===== src/common/pcs_defines.vh =====
`ifndef PCS_DEFINES_VH
`define PCS_DEFINES_VH

// ----------------------------------------
// register addresses (internal sfr space)
// ----------------------------------------
`define PCS_ADDR_POL      8'hae
`define PCS_ADDR_CFG_LO   8'hc2
`define PCS_ADDR_CFG_HI   8'hc3
`define PCS_ADDR_DATA     8'hd8
`define PCS_ADDR_B0_LO    8'h84
`define PCS_ADDR_B0_HI    8'h85
`define PCS_ADDR_B1_LO    8'h94
`define PCS_ADDR_B1_HI    8'h95
`define PCS_ADDR_B2_LO    8'hac
`define PCS_ADDR_B2_HI    8'had
`define PCS_ADDR_B3_LO    8'hb4
`define PCS_ADDR_B3_HI    8'hb5

// ----------------------------------------
// reset values
// ----------------------------------------
`define PCS_RST_CFG       8'h00
`define PCS_RST_POL       4'h0
`define PCS_RST_BASE      8'h00
`define PCS_RST_DATA      4'hf

// ----------------------------------------
// field positions
// ----------------------------------------
`define PCS_ROLE_HI_POS   3'd6
`define PCS_CMP_HI_POS    3'd4
`define PCS_ROLE_LO_POS   3'd2
`define PCS_CMP_LO_POS    3'd0
`define PCS_POL_POS       3'd4
`define PCS_POL_RSVD      4'h0

// ----------------------------------------
// encodings
// ----------------------------------------
`define PCS_ROLE_IO       2'b00
`define PCS_ROLE_RD       2'b01
`define PCS_ROLE_WR       2'b10
`define PCS_ROLE_RW       2'b11
`define PCS_CMP_FULL      2'b00
`define PCS_CMP_A1        2'b01
`define PCS_CMP_A2        2'b10
`define PCS_CMP_A8        2'b11

`endif


===== src/hw/pcs_pin_strobe.v =====
`timescale 1ns/100ps
`include "pcs_defines.vh"

// one pin: address compare, role select, polarity, registered output
module pcs_pin_strobe (
    input wire core_clk,
    input wire resetn,
    input wire [1:0] role,
    input wire [1:0] cmp_len,
    input wire active_high,
    input wire [15:0] base_addr,
    input wire [15:0] bus_addr,
    input wire bus_rd_n,
    input wire bus_wr_n,
    input wire io_bit,
    output reg pin_out_q,
    output reg pin_oe_n_q
);

    // ----------------------------------------
    // address window
    // ----------------------------------------
    reg [15:0] mask;
    reg hit;
    reg active;
    reg pin_d;

    // mask drops low address bits from the compare
    always @* begin
        case (cmp_len)
            `PCS_CMP_FULL: mask = 16'hffff;
            `PCS_CMP_A1: mask = 16'hfffe;
            `PCS_CMP_A2: mask = 16'hfffc;
            `PCS_CMP_A8: mask = 16'hff00;
            default: mask = 16'hffff;
        endcase
        hit = ((bus_addr & mask) == (base_addr & mask));
    end

    // strobe follows the matching access pulse, idle outside it
    always @* begin
        case (role)
            `PCS_ROLE_RD: active = hit & ~bus_rd_n;
            `PCS_ROLE_WR: active = hit & ~bus_wr_n;
            `PCS_ROLE_RW: active = hit & (~bus_rd_n | ~bus_wr_n);
            default: active = 1'b0;
        endcase
        if (role == `PCS_ROLE_IO) begin
            pin_d = io_bit;
        end else begin
            // inactive level is the complement of the active one
            pin_d = active ? active_high : ~active_high;
        end
    end

    // ----------------------------------------
    // output flops
    // ----------------------------------------
    // quasi-bidir: drive low hard, let a one float on the pull-up.
    // strobes are always driven since an idle strobe must hold level.
    always @(posedge core_clk or negedge resetn) begin
        if (!resetn) begin
            pin_out_q <= 1'b1;
            pin_oe_n_q <= 1'b1;
        end else begin
            pin_out_q <= pin_d;
            if (role == `PCS_ROLE_IO) begin
                pin_oe_n_q <= pin_d;
            end else begin
                pin_oe_n_q <= 1'b0;
            end
        end
    end

endmodule // pcs_pin_strobe


===== src/hw/pcs_port_strobe.v =====
`timescale 1ns/100ps
`include "pcs_defines.vh"

// What this block does
// - top pin role from upper config bits 7,6
// - compare code 00 matches all 16 bits
// - codes 01/10/11 mask A0, A1-A0, A7-A0
// - range from own base pair plus length
// - third pin uses upper config bits 3..0
// - second pin uses lower config bits 7..4
// - first pin uses lower config bits 3..0
// - polarity bit 7: 1 high, 0 low
// - polarity bits 6,5,4 for pins 2,1,0
// - strobe follows read, write or either pulse
// - base address from high and low bytes
// - io mode outputs data nibble, quasi-bidirectional
module pcs_port_strobe (
    input wire core_clk,
    input wire resetn,
    input wire sfr_wr,
    input wire sfr_rd,
    input wire [7:0] sfr_addr,
    input wire [7:0] sfr_wdata,
    output reg [7:0] sfr_rdata_q,
    input wire [15:0] bus_addr,
    input wire bus_rd_n,
    input wire bus_wr_n,
    input wire [3:0] aux_pin_in,
    output wire [3:0] aux_pin_out,
    output wire [3:0] aux_pin_oe_n
);

    // ----------------------------------------
    // registers
    // ----------------------------------------
    reg [7:0] cfg_lo_q;
    reg [7:0] cfg_hi_q;
    reg [3:0] pol_q;
    reg [3:0] data_q;
    reg [7:0] base_lo_q [0:3];
    reg [7:0] base_hi_q [0:3];
    reg [3:0] pin_sync1_q;
    reg [3:0] pin_sync2_q;
    reg [7:0] rdata_d;
    integer i;
    integer ri;

    // base register address of pin n, hi selects the upper byte
    function [7:0] base_addr_of;
        input [1:0] pin;
        input hi;
        begin
            case (pin)
                2'd0: base_addr_of = hi ? `PCS_ADDR_B0_HI : `PCS_ADDR_B0_LO;
                2'd1: base_addr_of = hi ? `PCS_ADDR_B1_HI : `PCS_ADDR_B1_LO;
                2'd2: base_addr_of = hi ? `PCS_ADDR_B2_HI : `PCS_ADDR_B2_LO;
                default: base_addr_of = hi ? `PCS_ADDR_B3_HI : `PCS_ADDR_B3_LO;
            endcase
        end
    endfunction

    // byte writes from the core
    always @(posedge core_clk or negedge resetn) begin
        if (!resetn) begin
            cfg_lo_q <= `PCS_RST_CFG;
            cfg_hi_q <= `PCS_RST_CFG;
            pol_q <= `PCS_RST_POL;
            data_q <= `PCS_RST_DATA;
            for (i = 0; i < 4; i = i + 1) begin
                base_lo_q[i] <= `PCS_RST_BASE;
                base_hi_q[i] <= `PCS_RST_BASE;
            end
        end else if (sfr_wr) begin
            if (sfr_addr == `PCS_ADDR_CFG_LO) begin
                cfg_lo_q <= sfr_wdata;
            end
            if (sfr_addr == `PCS_ADDR_CFG_HI) begin
                cfg_hi_q <= sfr_wdata;
            end
            if (sfr_addr == `PCS_ADDR_POL) begin
                pol_q <= sfr_wdata[7:4]; // low bits reserved, read as zero
            end
            if (sfr_addr == `PCS_ADDR_DATA) begin
                data_q <= sfr_wdata[3:0];
            end
            for (i = 0; i < 4; i = i + 1) begin
                if (sfr_addr == base_addr_of(i[1:0], 1'b0)) begin
                    base_lo_q[i] <= sfr_wdata;
                end
                if (sfr_addr == base_addr_of(i[1:0], 1'b1)) begin
                    base_hi_q[i] <= sfr_wdata;
                end
            end
        end
    end

    // pin readback crosses from the outside world
    always @(posedge core_clk or negedge resetn) begin
        if (!resetn) begin
            pin_sync1_q <= 4'hf;
            pin_sync2_q <= 4'hf;
        end else begin
            pin_sync1_q <= aux_pin_in;
            pin_sync2_q <= pin_sync1_q;
        end
    end

    // read mux; data address returns pin level like a standard port
    always @* begin
        rdata_d = 8'h00;
        if (sfr_addr == `PCS_ADDR_CFG_LO) begin
            rdata_d = cfg_lo_q;
        end
        if (sfr_addr == `PCS_ADDR_CFG_HI) begin
            rdata_d = cfg_hi_q;
        end
        if (sfr_addr == `PCS_ADDR_POL) begin
            rdata_d = {pol_q, `PCS_POL_RSVD};
        end
        if (sfr_addr == `PCS_ADDR_DATA) begin
            rdata_d = {4'h0, pin_sync2_q};
        end
        // own loop index, so the write process keeps sole ownership of i
        for (ri = 0; ri < 4; ri = ri + 1) begin
            if (sfr_addr == base_addr_of(ri[1:0], 1'b0)) begin
                rdata_d = base_lo_q[ri];
            end
            if (sfr_addr == base_addr_of(ri[1:0], 1'b1)) begin
                rdata_d = base_hi_q[ri];
            end
        end
    end

    // read data registered, held between reads
    always @(posedge core_clk or negedge resetn) begin
        if (!resetn) begin
            sfr_rdata_q <= 8'h00;
        end else if (sfr_rd) begin
            sfr_rdata_q <= rdata_d;
        end
    end

    // ----------------------------------------
    // per-pin strobe generators
    // ----------------------------------------
    // field slices: pin 3/2 from upper config, pin 1/0 from lower
    wire [1:0] role [0:3];
    wire [1:0] cmp [0:3];
    assign role[3] = cfg_hi_q[7:6];
    assign cmp[3] = cfg_hi_q[5:4];
    assign role[2] = cfg_hi_q[3:2];
    assign cmp[2] = cfg_hi_q[1:0];
    assign role[1] = cfg_lo_q[7:6];
    assign cmp[1] = cfg_lo_q[5:4];
    assign role[0] = cfg_lo_q[3:2];
    assign cmp[0] = cfg_lo_q[1:0];

    // bus_addr/rd/wr come from the core on this clock, no sync needed;
    // the strobe lags the core pulse by one cycle on both edges
    genvar g;
    generate
        for (g = 0; g < 4; g = g + 1) begin : pin_gen
            pcs_pin_strobe u_pin (
                .core_clk(core_clk),
                .resetn(resetn),
                .role(role[g]),
                .cmp_len(cmp[g]),
                .active_high(pol_q[g]),
                .base_addr({base_hi_q[g], base_lo_q[g]}),
                .bus_addr(bus_addr),
                .bus_rd_n(bus_rd_n),
                .bus_wr_n(bus_wr_n),
                .io_bit(data_q[g]),
                .pin_out_q(aux_pin_out[g]),
                .pin_oe_n_q(aux_pin_oe_n[g])
            );
        end
    endgenerate

endmodule // pcs_port_strobe


===== config.mk =====
export PLATFORM = sky130hd
export DESIGN_NAME = pcs_port_strobe
export DESIGN_NICKNAME = d
export VERILOG_FILES = /design/src/hw/pcs_pin_strobe.v /design/src/hw/pcs_port_strobe.v
export VERILOG_INCLUDE_DIRS = /design/src /design/src/common
export SDC_FILE = /design/constraint.sdc
export NUM_CORES = 1
export LEC_CHECK = 0
export ABC_AREA = 1
export BUFFER_PORTS_ARGS = -buffer_cell sky130_fd_sc_hd__buf_2
export CAP_MARGIN = 20
export CORE_MARGIN = 2
export CORE_UTILIZATION = 25
export DETAILED_ROUTE_END_ITERATION = 10
export GPL_ROUTABILITY_DRIVEN = 1
export SLEW_MARGIN = 40
export SYNTH_ARGS = -nofsm -noshare
export SYNTH_HDL_FRONTEND = slang
export SYNTH_SLANG_ARGS = --single-unit

===== constraint.sdc =====
create_clock -name core_clk -period 1.73 [get_ports core_clk]
set_input_delay 0.346 -clock core_clk [delete_from_list [all_inputs] [get_ports core_clk]]
set_output_delay 0.346 -clock core_clk [all_outputs]
set_load 0.02 [all_outputs]

==> Yosys cells after proc, flatten, opt, wreduce, memory -nomap -nowiden <==
Index checks and enable logic that the tools add are counted.
{ "totals": {"ff_bits": 112, "output_inout_bits": 16, "wordCells": 158} }
{ "classes": {"eq_ne": 48, "mux": 40, "n_bitwise": 27, "n_reduce_logical": 20} }
{ "ops": {"columns": ["cell", "n"], "rows": [
  ["one-hot mux 16 bit (4 select lines)", 4],
  ["two-way mux 8 bit", 20],
  ["AND 16 bit", 8],
  ["equality test 8 bit, second input constant", 12],
  ["equality test 16 bit", 4],
  ["equality test 8 bit", 8],
  ["equality test 2 bit, second input constant", 16],
  ["AND reduction 2 bit", 12],
  ["equality test 2 x 1 -> 1 bit, second input constant", 8],
  ["zero test 2 bit", 8],
  ["AND 1 bit", 12],
  ["two-way mux 1 bit", 12],
  ["one-hot mux 1 bit (3 select lines)", 4],
  ["inverter 1 bit", 6],
  ["OR 1 bit", 1]
]} }

==> Longest topological paths before layout <==
Gate-level depths: netlist of the first run.
{ "logic_depth": {"ltp_word": 13, "mapped_depth": 13} }

==> Modules after synthesis <==
Synthesis of the first run repeated with hierarchy kept, for this count alone.
{ "hier_totals": {"hier_cells": 1049, "hier_area_um2": 6762.7} }
{ "by_module_without_submodules": {"columns": ["mod", "n_inst", "cells_per_inst", "area_per_inst_um2", "seq_area_each_um2"], "rows": [
  ["pcs_port_strobe", 1, 553, 4605.7, 2617.5],
  ["pcs_pin_strobe", 4, 124, 539.3, 52.6]
]} }

==> Worst setup path before layout of the first run <==
No wires, ideal clock.
{ "synth_path": {"path_kind": "input port to flip-flop", "start": "input sfr_addr[6]", "end": "register base_hi_q[14] (netlist bit)", "setup_ps": 127, "arrival_time_ps": 1312, "t_required_ps": 1603, "path_slack_ps": 291, "cell_stages": 9, "n_path_buf": 1, "cell_sequence": "inv_1 nand2_4 nor2_4 inv_2 nor3_4 nand2_4 buf_6 nand2_1 o21ai_2"} }
{ "synth_via": {"elab_chain_len": 2} }
{ "synth_rtl": {"columns": ["item", "line", "source"], "rows": [
  ["start, declared", "pcs_port_strobe.v:22", "input wire [7:0] sfr_addr,"],
  ["equality test 8 bit", "pcs_port_strobe.v:90", "if (sfr_addr == base_addr_of(i[1:0], 1'b1)) begin"],
  ["AND reduction 2 bit (no source line)", null, null],
  ["end signal, assigned by index", "pcs_port_strobe.v:71", "base_hi_q[i] <= `PCS_RST_BASE;"],
  ["end signal, assigned by index", "pcs_port_strobe.v:91", "base_hi_q[i] <= sfr_wdata;"],
  ["end, declared", "pcs_port_strobe.v:41", "reg [7:0] base_hi_q [0:3];"]
]} }
Every way passes these cells.
A chain may end at the register's enable or synchronous reset.

==> Final worst setup path of the first run <==
{ "layout_path": {"start": "register cfg_hi_q[3]", "end": "register pin_gen[2].u_pin.pin_out_q"} }
{ "layout_via": {"elab_chain_len": 4, "elab_cells_between_ends": 7, "classes_between": "eq/ne: 3; mux: 3; reduce/logical: 1"} }
{ "layout_rtl": {"columns": ["item", "line", "source"], "rows": [
  ["start, declared", "pcs_port_strobe.v:37", "reg [7:0] cfg_hi_q;"],
  ["start signal, assigned", "pcs_port_strobe.v:66", "cfg_hi_q <= `PCS_RST_CFG;"],
  ["start signal, assigned", "pcs_port_strobe.v:78", "cfg_hi_q <= sfr_wdata;"],
  ["equality test 2 bit / equality test 2 x 1 -> 1 bit (equally long branches)", "pcs_pin_strobe.v:42", "case (role)"],
  ["one-hot mux 1 bit (3 select lines)", "pcs_pin_strobe.v:42", null],
  ["two-way mux 1 bit", "pcs_pin_strobe.v:52", "pin_d = active ? active_high : ~active_high;"],
  ["two-way mux 1 bit *", "pcs_pin_strobe.v:48", "if (role == `PCS_ROLE_IO) begin"],
  ["named net pin_gen[2].u_pin.pin_d", "pcs_pin_strobe.v:26", "reg pin_d;"],
  ["end signal, assigned", "pcs_pin_strobe.v:66", "pin_out_q <= pin_d;"],
  ["end, declared", "pcs_pin_strobe.v:16", "output reg pin_out_q,"]
]} }
Mark *: on every way through the listed nets, which the timed path passes. The rest lies on a longest branch.

==> flow_metrics.env, run 1 <==
export IMPL_outcome="complete, no violations"
export IMPL_cp_max_fo=4
export IMPL_max_freq_ghz=0.633
export IMPL_postLayoutCellArea_mm2=0.00704
export IMPL_p_int_w=0.00407
export IMPL_drv_cap=0
export IMPL_hold_viol_final=0
export IMPL_route_vias_total=5138
export IMPL_die_area_mm2=0.0257
export IMPL_avgSynthCellArea_um2=8.16
export IMPL_regArea_mm2=0.00283
export IMPL_synth_cell_type_count=37
export IMPL_seqPwrFrac_pct=52.0
export IMPL_timing_rr_end="pin_gen[2].u_pin.pin_out_q"
export IMPL_ir_drop_v=0.000445
export IMPL_via_per_inst=4.53
export IMPL_ys_flop_type="dfrtp_1"
export IMPL_min_path_cells=1
export IMPL_die_x_um=160
export IMPL_rsz0062_at_grt="no"
export IMPL_setup_violations_final=0
export IMPL_p_total_w=0.00561
export IMPL_hold_path_class="in2reg"
export IMPL_cts_root_buf="clkbuf_16"
export IMPL_dr_pass1_iters=5
export IMPL_synth_edf_count=0
export IMPL_dr_first_iter_drc_count=488
export IMPL_worstMarginPinSlew_ps=567
export IMPL_antenna_left=0
export IMPL_track_usage_pct=14.9
export IMPL_cp_end_kind="flop"
export IMPL_antenna_found_initial=0
export IMPL_cts_tree="yes"
export IMPL_worstRegToRegCells=10
export IMPL_r2r_setup_slack_ps=150
export IMPL_stdcell_count=1134
export IMPL_r2r_start="cfg_hi_q[3]"
export IMPL_synth_area_leader_cell="dfrtp_1"
export IMPL_critPathArrivalTime_ps=1860
export IMPL_routed_wl_um=18600
export IMPL_areaGrowthSynthToFinish_pct=15.5
export IMPL_n_antenna_cell=0
export IMPL_post_route_cells_drive_above_1_share_pct=19.8
export IMPL_power_frac_clock_pct=35.5
export IMPL_ys_ff_latch=112
export IMPL_final_cell_mix="207 x nand2_1, 92 x dfrtp_1, 75 x o21ai_0"
export IMPL_place_area_mm2=0.00676
export IMPL_clock_sinks=112
export IMPL_rows=57
export IMPL_fin_crit_ps=1580
export IMPL_grt_first_pass_wirelength_um=28800
export IMPL_ios=58
export IMPL_overflow=0
export IMPL_grt_max_degree=44
export IMPL_wire_per_inst_um=16.4
export IMPL_p_per_area_mw_per_mm2=797
export IMPL_clk_latency_ps=360
export IMPL_synth_nets=789
export IMPL_syn_inst=747
export IMPL_p_switching_w=0.00155
export IMPL_dp_cells=1117
export IMPL_slew_headroom_pct=62.1
export IMPL_tns_ps=0
export IMPL_drc=0
export IMPL_die_y_um=160
export IMPL_slew_violations=0
export IMPL_final_util_pct=29.2
export IMPL_swShare_pct=27.5
export IMPL_start_kind="flop"
export IMPL_coreArea_mm2=0.0241
export IMPL_hold_end="pin_sync1_q[3]"
export IMPL_multi_input_area_mm2=0.00282
export IMPL_n_fill_cell=2667
export IMPL_crit_required_ps=2010
export IMPL_p_leak_nw=3.24
export IMPL_ys_seq_area_share_pct=46.4
export IMPL_min_from="aux_pin_in[3]"
export IMPL_final_common_cell="nand2_1"
export IMPL_grt_pass1_vias=4962
export IMPL_crit_type="reg2reg"
export IMPL_cts_path_max_buffers=2
export IMPL_htreeDepth=3
export IMPL_hpwlAfterDp_um=14000
export IMPL_syn_area_mm2=0.00610
export IMPL_initial_core_util_pct=25.3
export IMPL_synth_area_leaders="dfrtp_1 38%, nand2_1 13%, dfstp_2 8.6%"
export IMPL_async_reset_ff_share_pct=100
export IMPL_yosys_warnings=0
export IMPL_fin_crit_sh_pct=91.4
export IMPL_skew_ps=9.12
export IMPL_numPortBuffers=57
export IMPL_cts_made_buffers=9
export IMPL_clk_pin_slew_ps=70
export IMPL_startpoint="cfg_hi_q[3]"
export IMPL_place_congestion=0.906
export IMPL_combPwrFrac_pct=12.5
export IMPL_synth_top_cell_area_share_pct=37.8
export IMPL_nNetsFinal=847
export IMPL_post_cts_buffers=0
==> layer usage <==
metal  vias to the layer above  wire length, um  GRT usage (%)
li1                       2546                -              -
met1                      2405             8500           20.7
met2                       156             8220           22.8
met3                        31             1280           3.14
met4                         0              592           5.81
met5                         -                0              0
==> worst max-delay path: stages (launching register included) <==
cell and delay [ps]:
dfrtp_1 410, inv_1 100, nor2_1 60, o22ai_2 190, nand3_1 110, nor2_1 250, nand3_1 120, nand2_1 70
nand2_1 80, nand2_1 60, o21ai_0 70
==> layout make-up <==
type                       instances  share of cell area [%]
clock buffer                      13                    3.55
clock inverter                     3                   0.267
inverter                          58                    3.11
multi-input combinational        542                    40.0
sequential                       112                    40.2
tap                              324                    5.76
timing repair buffer              82                    7.14
==> kinds of logic after synthesis <==
group / synth area share [%]
AND/OR/NAND/NOR: 26.7
AO/OA/AOI/OAI: 13.4
flip-flops: 46.4
buffers and inverters: 7.53
XOR/XNOR: 6.03
==> cell usage after synthesis (11+ instances only) <==
| library cell | n |
|---|---|
| o21ai_1 | 27 |
| nand2_1 | 207 |
| nor2_1 | 43 |
| dfstp_2 | 20 |
| a21oi_1 | 22 |
| clkbuf_1 | 11 |
| o21ai_0 | 75 |
| dfrtp_1 | 92 |
| inv_1 | 50 |
| nand4_1 | 21 |
| xnor2_1 | 36 |
| nand3_1 | 35 |
| buf_4 | 12 |
==> registers in the layout (all words and copies together) (netlist names) <==
| signal | count |
|---|---|
| cfg_hi_q | 8 |
| cfg_lo_q | 8 |
| base_lo_q | 32 |
| pin_gen.u_pin.pin_out_q | 4 |
| base_hi_q | 32 |
| pin_gen.u_pin.pin_oe_n_q | 4 |
| pol_q | 4 |
| sfr_rdata_q | 8 |
| pin_sync2_q | 4 |
| data_q | 4 |
| pin_sync1_q | 4 |
==> power by group through the flow <==
stage	logic, W	clock network, W	registers (W)
finish	0.000704	0.00199	0.00292
global route	0.000786	0.00213	0.00294
CTS	0.000709	0.00204	0.00292
detailed placement	0.000705	0	0.00297
global placement	0.000693	0	0.00297
floorplan	0.000460	0	0.00292
==> per-stage QoR <==
| stage | hold WS [ps] | setup WS [ps] |
|---|---|---|
| after CTS | 72.0 | 157 |
| final | 84.5 | 149 |
| after detailed placement | 299 | 37.9 |
| after global placement | 303 | 67.8 |
| after floorplan | 50.4 | 291 |
| after global routing | 76.7 | 69.5 |
==> how the worst max path moves through the flow <==
| stage | to | slack [ps] | cells past startpoint |
|---|---|---|---|
| after floorplan | base_hi_q[14] | 290 | 9 |
| after global placement | base_hi_q[15] | 70 | 9 |
| final | pin_gen[2].u_pin.pin_out_q | 150 | 10 |
| after CTS | pin_gen[2].u_pin.pin_out_q | 160 | 10 |
| after detailed placement | sfr_rdata_q[7] | 40 | 12 |
| after global routing | pin_gen[1].u_pin.pin_out_q | 70 | 8 |
==> what timing repair did <==
action | in CTS | in global routing
endpoints found under the setup margin | 0 | 1
hold buffers | 1 | 0
hold endpoints to repair | 16 | 0
resized for setup | 0 | 1
No activity file was read; power rests on OpenSTA's default activity.
==> inputs of run 2 (changes only) <==
Settings changed: CELL_PAD_IN_SITES_DETAIL_PLACEMENT set to 1, CELL_PAD_IN_SITES_GLOBAL_PLACEMENT set to 2, PLACE_DENSITY_LB_ADDON set to 0.1.
==> run 2 against run 1 <==
  * Critical path depth is the same
  * Setup slack gained 34 ps
  * Via count grew 1.6%
  * Utilization grew 0.62 points
  * Clock power grew 6%
  * Worst hold slack lost 4.9 ps
  * Cell area grew 2.1%
  * Clock skew grew 4.3 ps
  * Final cell count grew 1.1%
  * Power grew 3.1%
  * Non-clock buffer count grew 13
  * Critical endpoint unchanged
  * Largest cell class unchanged
  * Largest power group unchanged
  * Highest routed layer unchanged
==> flow_metrics.env, run 2 (same netlist as run 1, synthesis figures left out) <==
export IMPL_outcome="complete, no violations"
export IMPL_cts_path_max_buffers=2
export IMPL_cts_tree="yes"
export IMPL_grt_first_pass_wirelength_um=35500
export IMPL_initial_core_util_pct=25.3
export IMPL_crit_path_cell_trace="inv_1 -> nor2_1 -> o22ai_1 -> nand3_1 -> nor2_1 -> nand3_1 -> nand2_1 -> nand2_1 -> nand2_1 -> o21ai_0"
export IMPL_critPathArrivalTime_ps=1840
export IMPL_cpMostUsedCell="nand2_1"
export IMPL_cp_end_kind="flop"
export IMPL_n_antenna_cell=0
export IMPL_die_x_um=160
export IMPL_wire_per_inst_um=20.1
export IMPL_grt_max_degree=36
export IMPL_crit_type="reg2reg"
export IMPL_final_util_pct=29.8
export IMPL_ctsResizeCount=0
export IMPL_start_kind="flop"
export IMPL_grt_pass1_vias=5613
export IMPL_cp_max_fo=4
export IMPL_crit_slowest_cell="dfrtp_1"
export IMPL_coreArea_mm2=0.0241
export IMPL_slew_violations=0
export IMPL_p_leak_nw=3.32
export IMPL_postLayoutCellArea_mm2=0.00719
export IMPL_route_vias_total=5220
export IMPL_overflow=0
export IMPL_setup_violations_final=0
export IMPL_clk_latency_ps=370
export IMPL_final_common_cell="nand2_1"
export IMPL_p_per_area_mw_per_mm2=805
export IMPL_ios=58
export IMPL_hold_path_class="in2reg"
export IMPL_antenna_found_initial=0
export IMPL_fin_crit_ps=1550
export IMPL_hpwlAfterDp_um=18000
export IMPL_die_area_mm2=0.0257
export IMPL_dr_first_iter_drc_count=229
export IMPL_worstMarginPinSlew_ps=604
export IMPL_dr_pass1_iters=4
export IMPL_via_per_inst=4.55
export IMPL_max_freq_ghz=0.646
export IMPL_crit_path_max_incr_delay_ps=410
export IMPL_drv_cap=0
export IMPL_routed_wl_um=23100
export IMPL_clock_sinks=112
export IMPL_nNetsFinal=860
export IMPL_final_cell_mix="207 x nand2_1, 92 x dfrtp_1, 75 x o21ai_0"
export IMPL_skew_ps=13.4
export IMPL_die_y_um=160
export IMPL_areaGrowthSynthToFinish_pct=17.9
export IMPL_post_route_cells_drive_above_1_share_pct=21.1
export IMPL_place_area_mm2=0.00689
export IMPL_clk_pin_slew_ps=80
export IMPL_ir_drop_v=0.000336
export IMPL_fin_crit_sh_pct=89.4
export IMPL_min_path_cells=1
export IMPL_htreeDepth=3
export IMPL_antenna_left=0
export IMPL_rsz0062_at_grt="no"
export IMPL_crit_required_ps=2020
export IMPL_cts_root_buf="clkbuf_16"
export IMPL_place_congestion=0.842
export IMPL_track_usage_pct=18.7
export IMPL_cts_made_buffers=9
export IMPL_drc=0
export IMPL_slew_headroom_pct=59.7
export IMPL_top_regs="base_hi_q x32, base_lo_q x32"
export IMPL_hold_viol_final=0
export IMPL_rows=57
export IMPL_numPortBuffers=57
export IMPL_worstRegToRegCells=10
export IMPL_tns_ps=0
-- run 2: per-stage QoR --
stage	std cells	power (W)	setup WS [ps]	hold slack, ps
finish	1147	0.00579	183	79.7
global route	1147	0.00610	22.9	64.4
CTS	1147	0.00591	169	66.4
detailed placement	1130	0.00375	-104	296
global placement	1130	0.00373	-110	292
floorplan	747	0.00338	291	50.4
-- run 2: timing repair --
item	in CTS	in global routing
setup buffers	0	0
hold endpoints to repair	13	0
hold buffers	1	0
-- run 2: per-layer routing --
layer  global-route usage (%)  up-vias  part of all wire (%)
li1                         -     2575                     -
met1                     25.4     2543                    47
met2                     31.4       86                    48
met3                     2.73       16                   3.3
met4                     4.55        0                   1.4
met5                        0        -                     0
-- run 2: worst paths after layout --
kind / slack (ps) / end / startpoint
setup / recovery: 180 / pin_gen[2].u_pin.pin_out_q / cfg_hi_q[3]
hold / removal: 80 / pin_sync1_q[1] / aux_pin_in[1]
setup reg to reg: 180 / pin_gen[2].u_pin.pin_out_q / cfg_hi_q[3]
hold reg to reg: 360 / pin_sync2_q[3] / pin_sync1_q[3]
max in group asynchronous: 670 / pin_gen[1].u_pin.pin_oe_n_q / resetn
min in group asynchronous: 450 / cfg_lo_q[3] / resetn
-- run 2: final cells by class --
type	instances	area (um2)
Fill cell	2932	16900
Sequential cell	112	2830
Multi-Input combinational cell	542	2810
Timing Repair Buffer	95	638
Tap cell	324	405
Clock buffer	10	229
Inverter	58	219
Clock inverter	6	61.3
-- run 2: worst max-delay path: cells and delay by family (launching register included) --
kind            cells  cell delay (ps)
simple gates        7              640
compound gates      2              350
buf+inv             1               80
flops               1              410
-- run 2: power by group --
group          internal (W)  switching (W)
sequential          0.00279       0.000141
clock               0.00102        0.00109
combinational      0.000274       0.000476
total               0.00408        0.00171
==> inputs of run 3 (changes only) <==
Clock period 1.73 ns to 1.4 ns, I/O delays scaled along.
==> run 3 against run 2 <==
  * The run now ends with setup timing left
  * Utilization up 4.9 points
  * Global-route usage up 0.36 points
  * Cell area up 17%
  * Maximum frequency up 7.9%
  * Clock skew down 1.4 ps
  * Clock power up 24%
==> flow_metrics.env, run 3 (same netlist as run 1, synthesis figures left out) <==
export IMPL_post_route_cells_drive_above_1_share_pct=36.6
export IMPL_clk_pin_slew_ps=80
export IMPL_drc=0
export IMPL_cp_max_fo=3
export IMPL_n_antenna_cell=0
export IMPL_cts_tree="yes"
export IMPL_combPwrFrac_pct=16.7
export IMPL_areaGrowthSynthToFinish_pct=37.5
export IMPL_grt_max_degree=47
export IMPL_die_y_um=160
export IMPL_crit_type="reg2reg"
export IMPL_die_x_um=160
export IMPL_grt_pass1_vias=5987
export IMPL_antenna_left=0
export IMPL_place_area_mm2=0.00757
export IMPL_place_congestion=0.886
export IMPL_holdWs_ps=23.4
export IMPL_rows=57
export IMPL_numPortBuffers=57
export IMPL_wire_per_inst_um=19.2
export IMPL_dr_first_iter_drc_count=224
export IMPL_slew_headroom_pct=74.4
export IMPL_antenna_found_initial=0
export IMPL_hold_viol_final=0
export IMPL_dr_pass1_iters=4
export IMPL_slew_violations=0
export IMPL_tns_ps=-33.7
export IMPL_coreArea_mm2=0.0241
export IMPL_initial_core_util_pct=25.3
export IMPL_cts_root_buf="clkbuf_16"
export IMPL_cp_end_kind="flop"
export IMPL_hpwlAfterDp_um=18500
export IMPL_nNetsFinal=967
export IMPL_swShare_pct=29.8
export IMPL_skew_ps=12.0
export IMPL_fin_crit_ps=1430
export IMPL_max_freq_ghz=0.697
export IMPL_power_frac_clock_pct=35.2
export IMPL_htreeDepth=3
export IMPL_worstMarginPinSlew_ps=383
export IMPL_p_total_w=0.00743
export IMPL_p_leak_nw=3.97
export IMPL_setup_violations_final=1
export IMPL_crit_path_cell_trace="buf_4 -> a21oi_1 -> o21ai_1 -> a21oi_1 -> nor2_2 -> nand3_2 -> nand2_1 -> nand2_2 -> nand2_1 -> o21ai_1"
export IMPL_grt_first_pass_wirelength_um=36500
export IMPL_hold_path_class="in2reg"
export IMPL_grt_use_met3_pct=2.49
export IMPL_seqPwrFrac_pct=48.1
export IMPL_crit_required_ps=1700
export IMPL_clk_latency_ps=370
export IMPL_final_cell_mix="194 x nand2_1, 128 x buf_4, 88 x dfrtp_1"
export IMPL_crit_path_max_incr_delay_ps=420
export IMPL_start_kind="flop"
export IMPL_worstRegToRegCells=10
export IMPL_p_int_w=0.00521
export IMPL_ios=58
export IMPL_critPathArrivalTime_ps=1730
export IMPL_outcome="finished, violations left"
export IMPL_route_vias_total=5678
export IMPL_setup_slack_ps=-33.7
export IMPL_cts_path_max_buffers=2
export IMPL_p_switching_w=0.00222
export IMPL_postLayoutCellArea_mm2=0.00838
export IMPL_grtUsageMet1_pct=25.5
export IMPL_fin_crit_sh_pct=102
export IMPL_rsz0062_at_grt="yes"
export IMPL_grt_busiest_layer="met2"
export IMPL_drv_cap=0
export IMPL_overflow=0
export IMPL_clock_sinks=112
export IMPL_track_usage_pct=19.1
export IMPL_via_per_inst=4.53
export IMPL_crit_slowest_cell="dfrtp_1"
export IMPL_grtUsageMet2_pct=32.5
export IMPL_ir_drop_v=0.000418
export IMPL_p_per_area_mw_per_mm2=886
export IMPL_routed_wl_um=24000
export IMPL_min_path_cells=1
export IMPL_cts_made_buffers=9
export IMPL_final_common_cell="nand2_1"
export IMPL_violations="setup timing"
export IMPL_top_regs="base_hi_q x32, base_lo_q x32"
export IMPL_die_area_mm2=0.0257
==> run 3: cell types whose count changed in the layout (fill, tap and decap cells not counted), sizes merged <==
cell	previous run	this run
clkinvlp	1	0
dlygate4sd3	1	3
clkinv	3	4
buf	94	199
==> run 3: metal layers <==
metal  share of wire [%]  vias up
li1                    -     2783
met1                  46     2772
met2                  48       97
met3                 2.9       26
met4                 2.4        0
met5                   0        -
==> run 3: layout make-up <==
| type | count | area (um2) |
|---|---|---|
| fillers | 2909 | 15700 |
| flip-flops and latches | 112 | 2830 |
| clock inverters | 6 | 56.3 |
| clock buffers | 10 | 229 |
| repair buffers | 202 | 1510 |
| multi-input cells | 542 | 3130 |
| inverters | 58 | 220 |
| well taps | 324 | 405 |
==> run 3: worst max-delay path: cells and delay by family (launching register included) <==
family          cells  cell delay (ps)
flops               1              420
buf+inv             1              160
simple gates        5              360
compound gates      4              440
==> run 3: worst paths after layout <==
check	from	to	slack [ps]
min in group asynchronous	resetn	cfg_hi_q[1]	340
max	cfg_hi_q[0]	pin_gen[2].u_pin.pin_out_q	-30
min	aux_pin_in[3]	pin_sync1_q[3]	20
max in group asynchronous	resetn	pin_gen[3].u_pin.pin_oe_n_q	470
min reg2reg	pin_sync1_q[3]	pin_sync2_q[3]	360
max reg2reg	cfg_hi_q[0]	pin_gen[2].u_pin.pin_out_q	-30
==> run 3: timing repair <==
item	CTS	global route
resized for setup	37	53
setup endpoints to repair	11	11
endpoints found under the hold margin	8	2
hold buffers	1	2
pin swaps	23	55
buffers inserted	5	17
==> run 3: per-stage QoR <==
| step | setup WS (ps) | instances | utilization [%] |
|---|---|---|---|
| detailed placement | -490 | 1215 | 31.4 |
| global route | -132 | 1254 | 34.8 |
| CTS | -69.4 | 1236 | 33.4 |
| floorplan | 27.2 | 747 | - |
| finish | -33.7 | 1254 | 34.8 |
| global placement | -462 | 1215 | 31.4 |
==> run 3: power groups by stage <==
stage          logic [W]  registers (W)  clock network [W]
6_report         0.00124        0.00357            0.00262
5_1_grt          0.00137        0.00359            0.00287
4_1_cts          0.00121        0.00357            0.00273
3_5_place_dp     0.00116        0.00364                  0
3_3_place_gp     0.00113        0.00363                  0
2_1_floorplan   0.000568        0.00361                  0
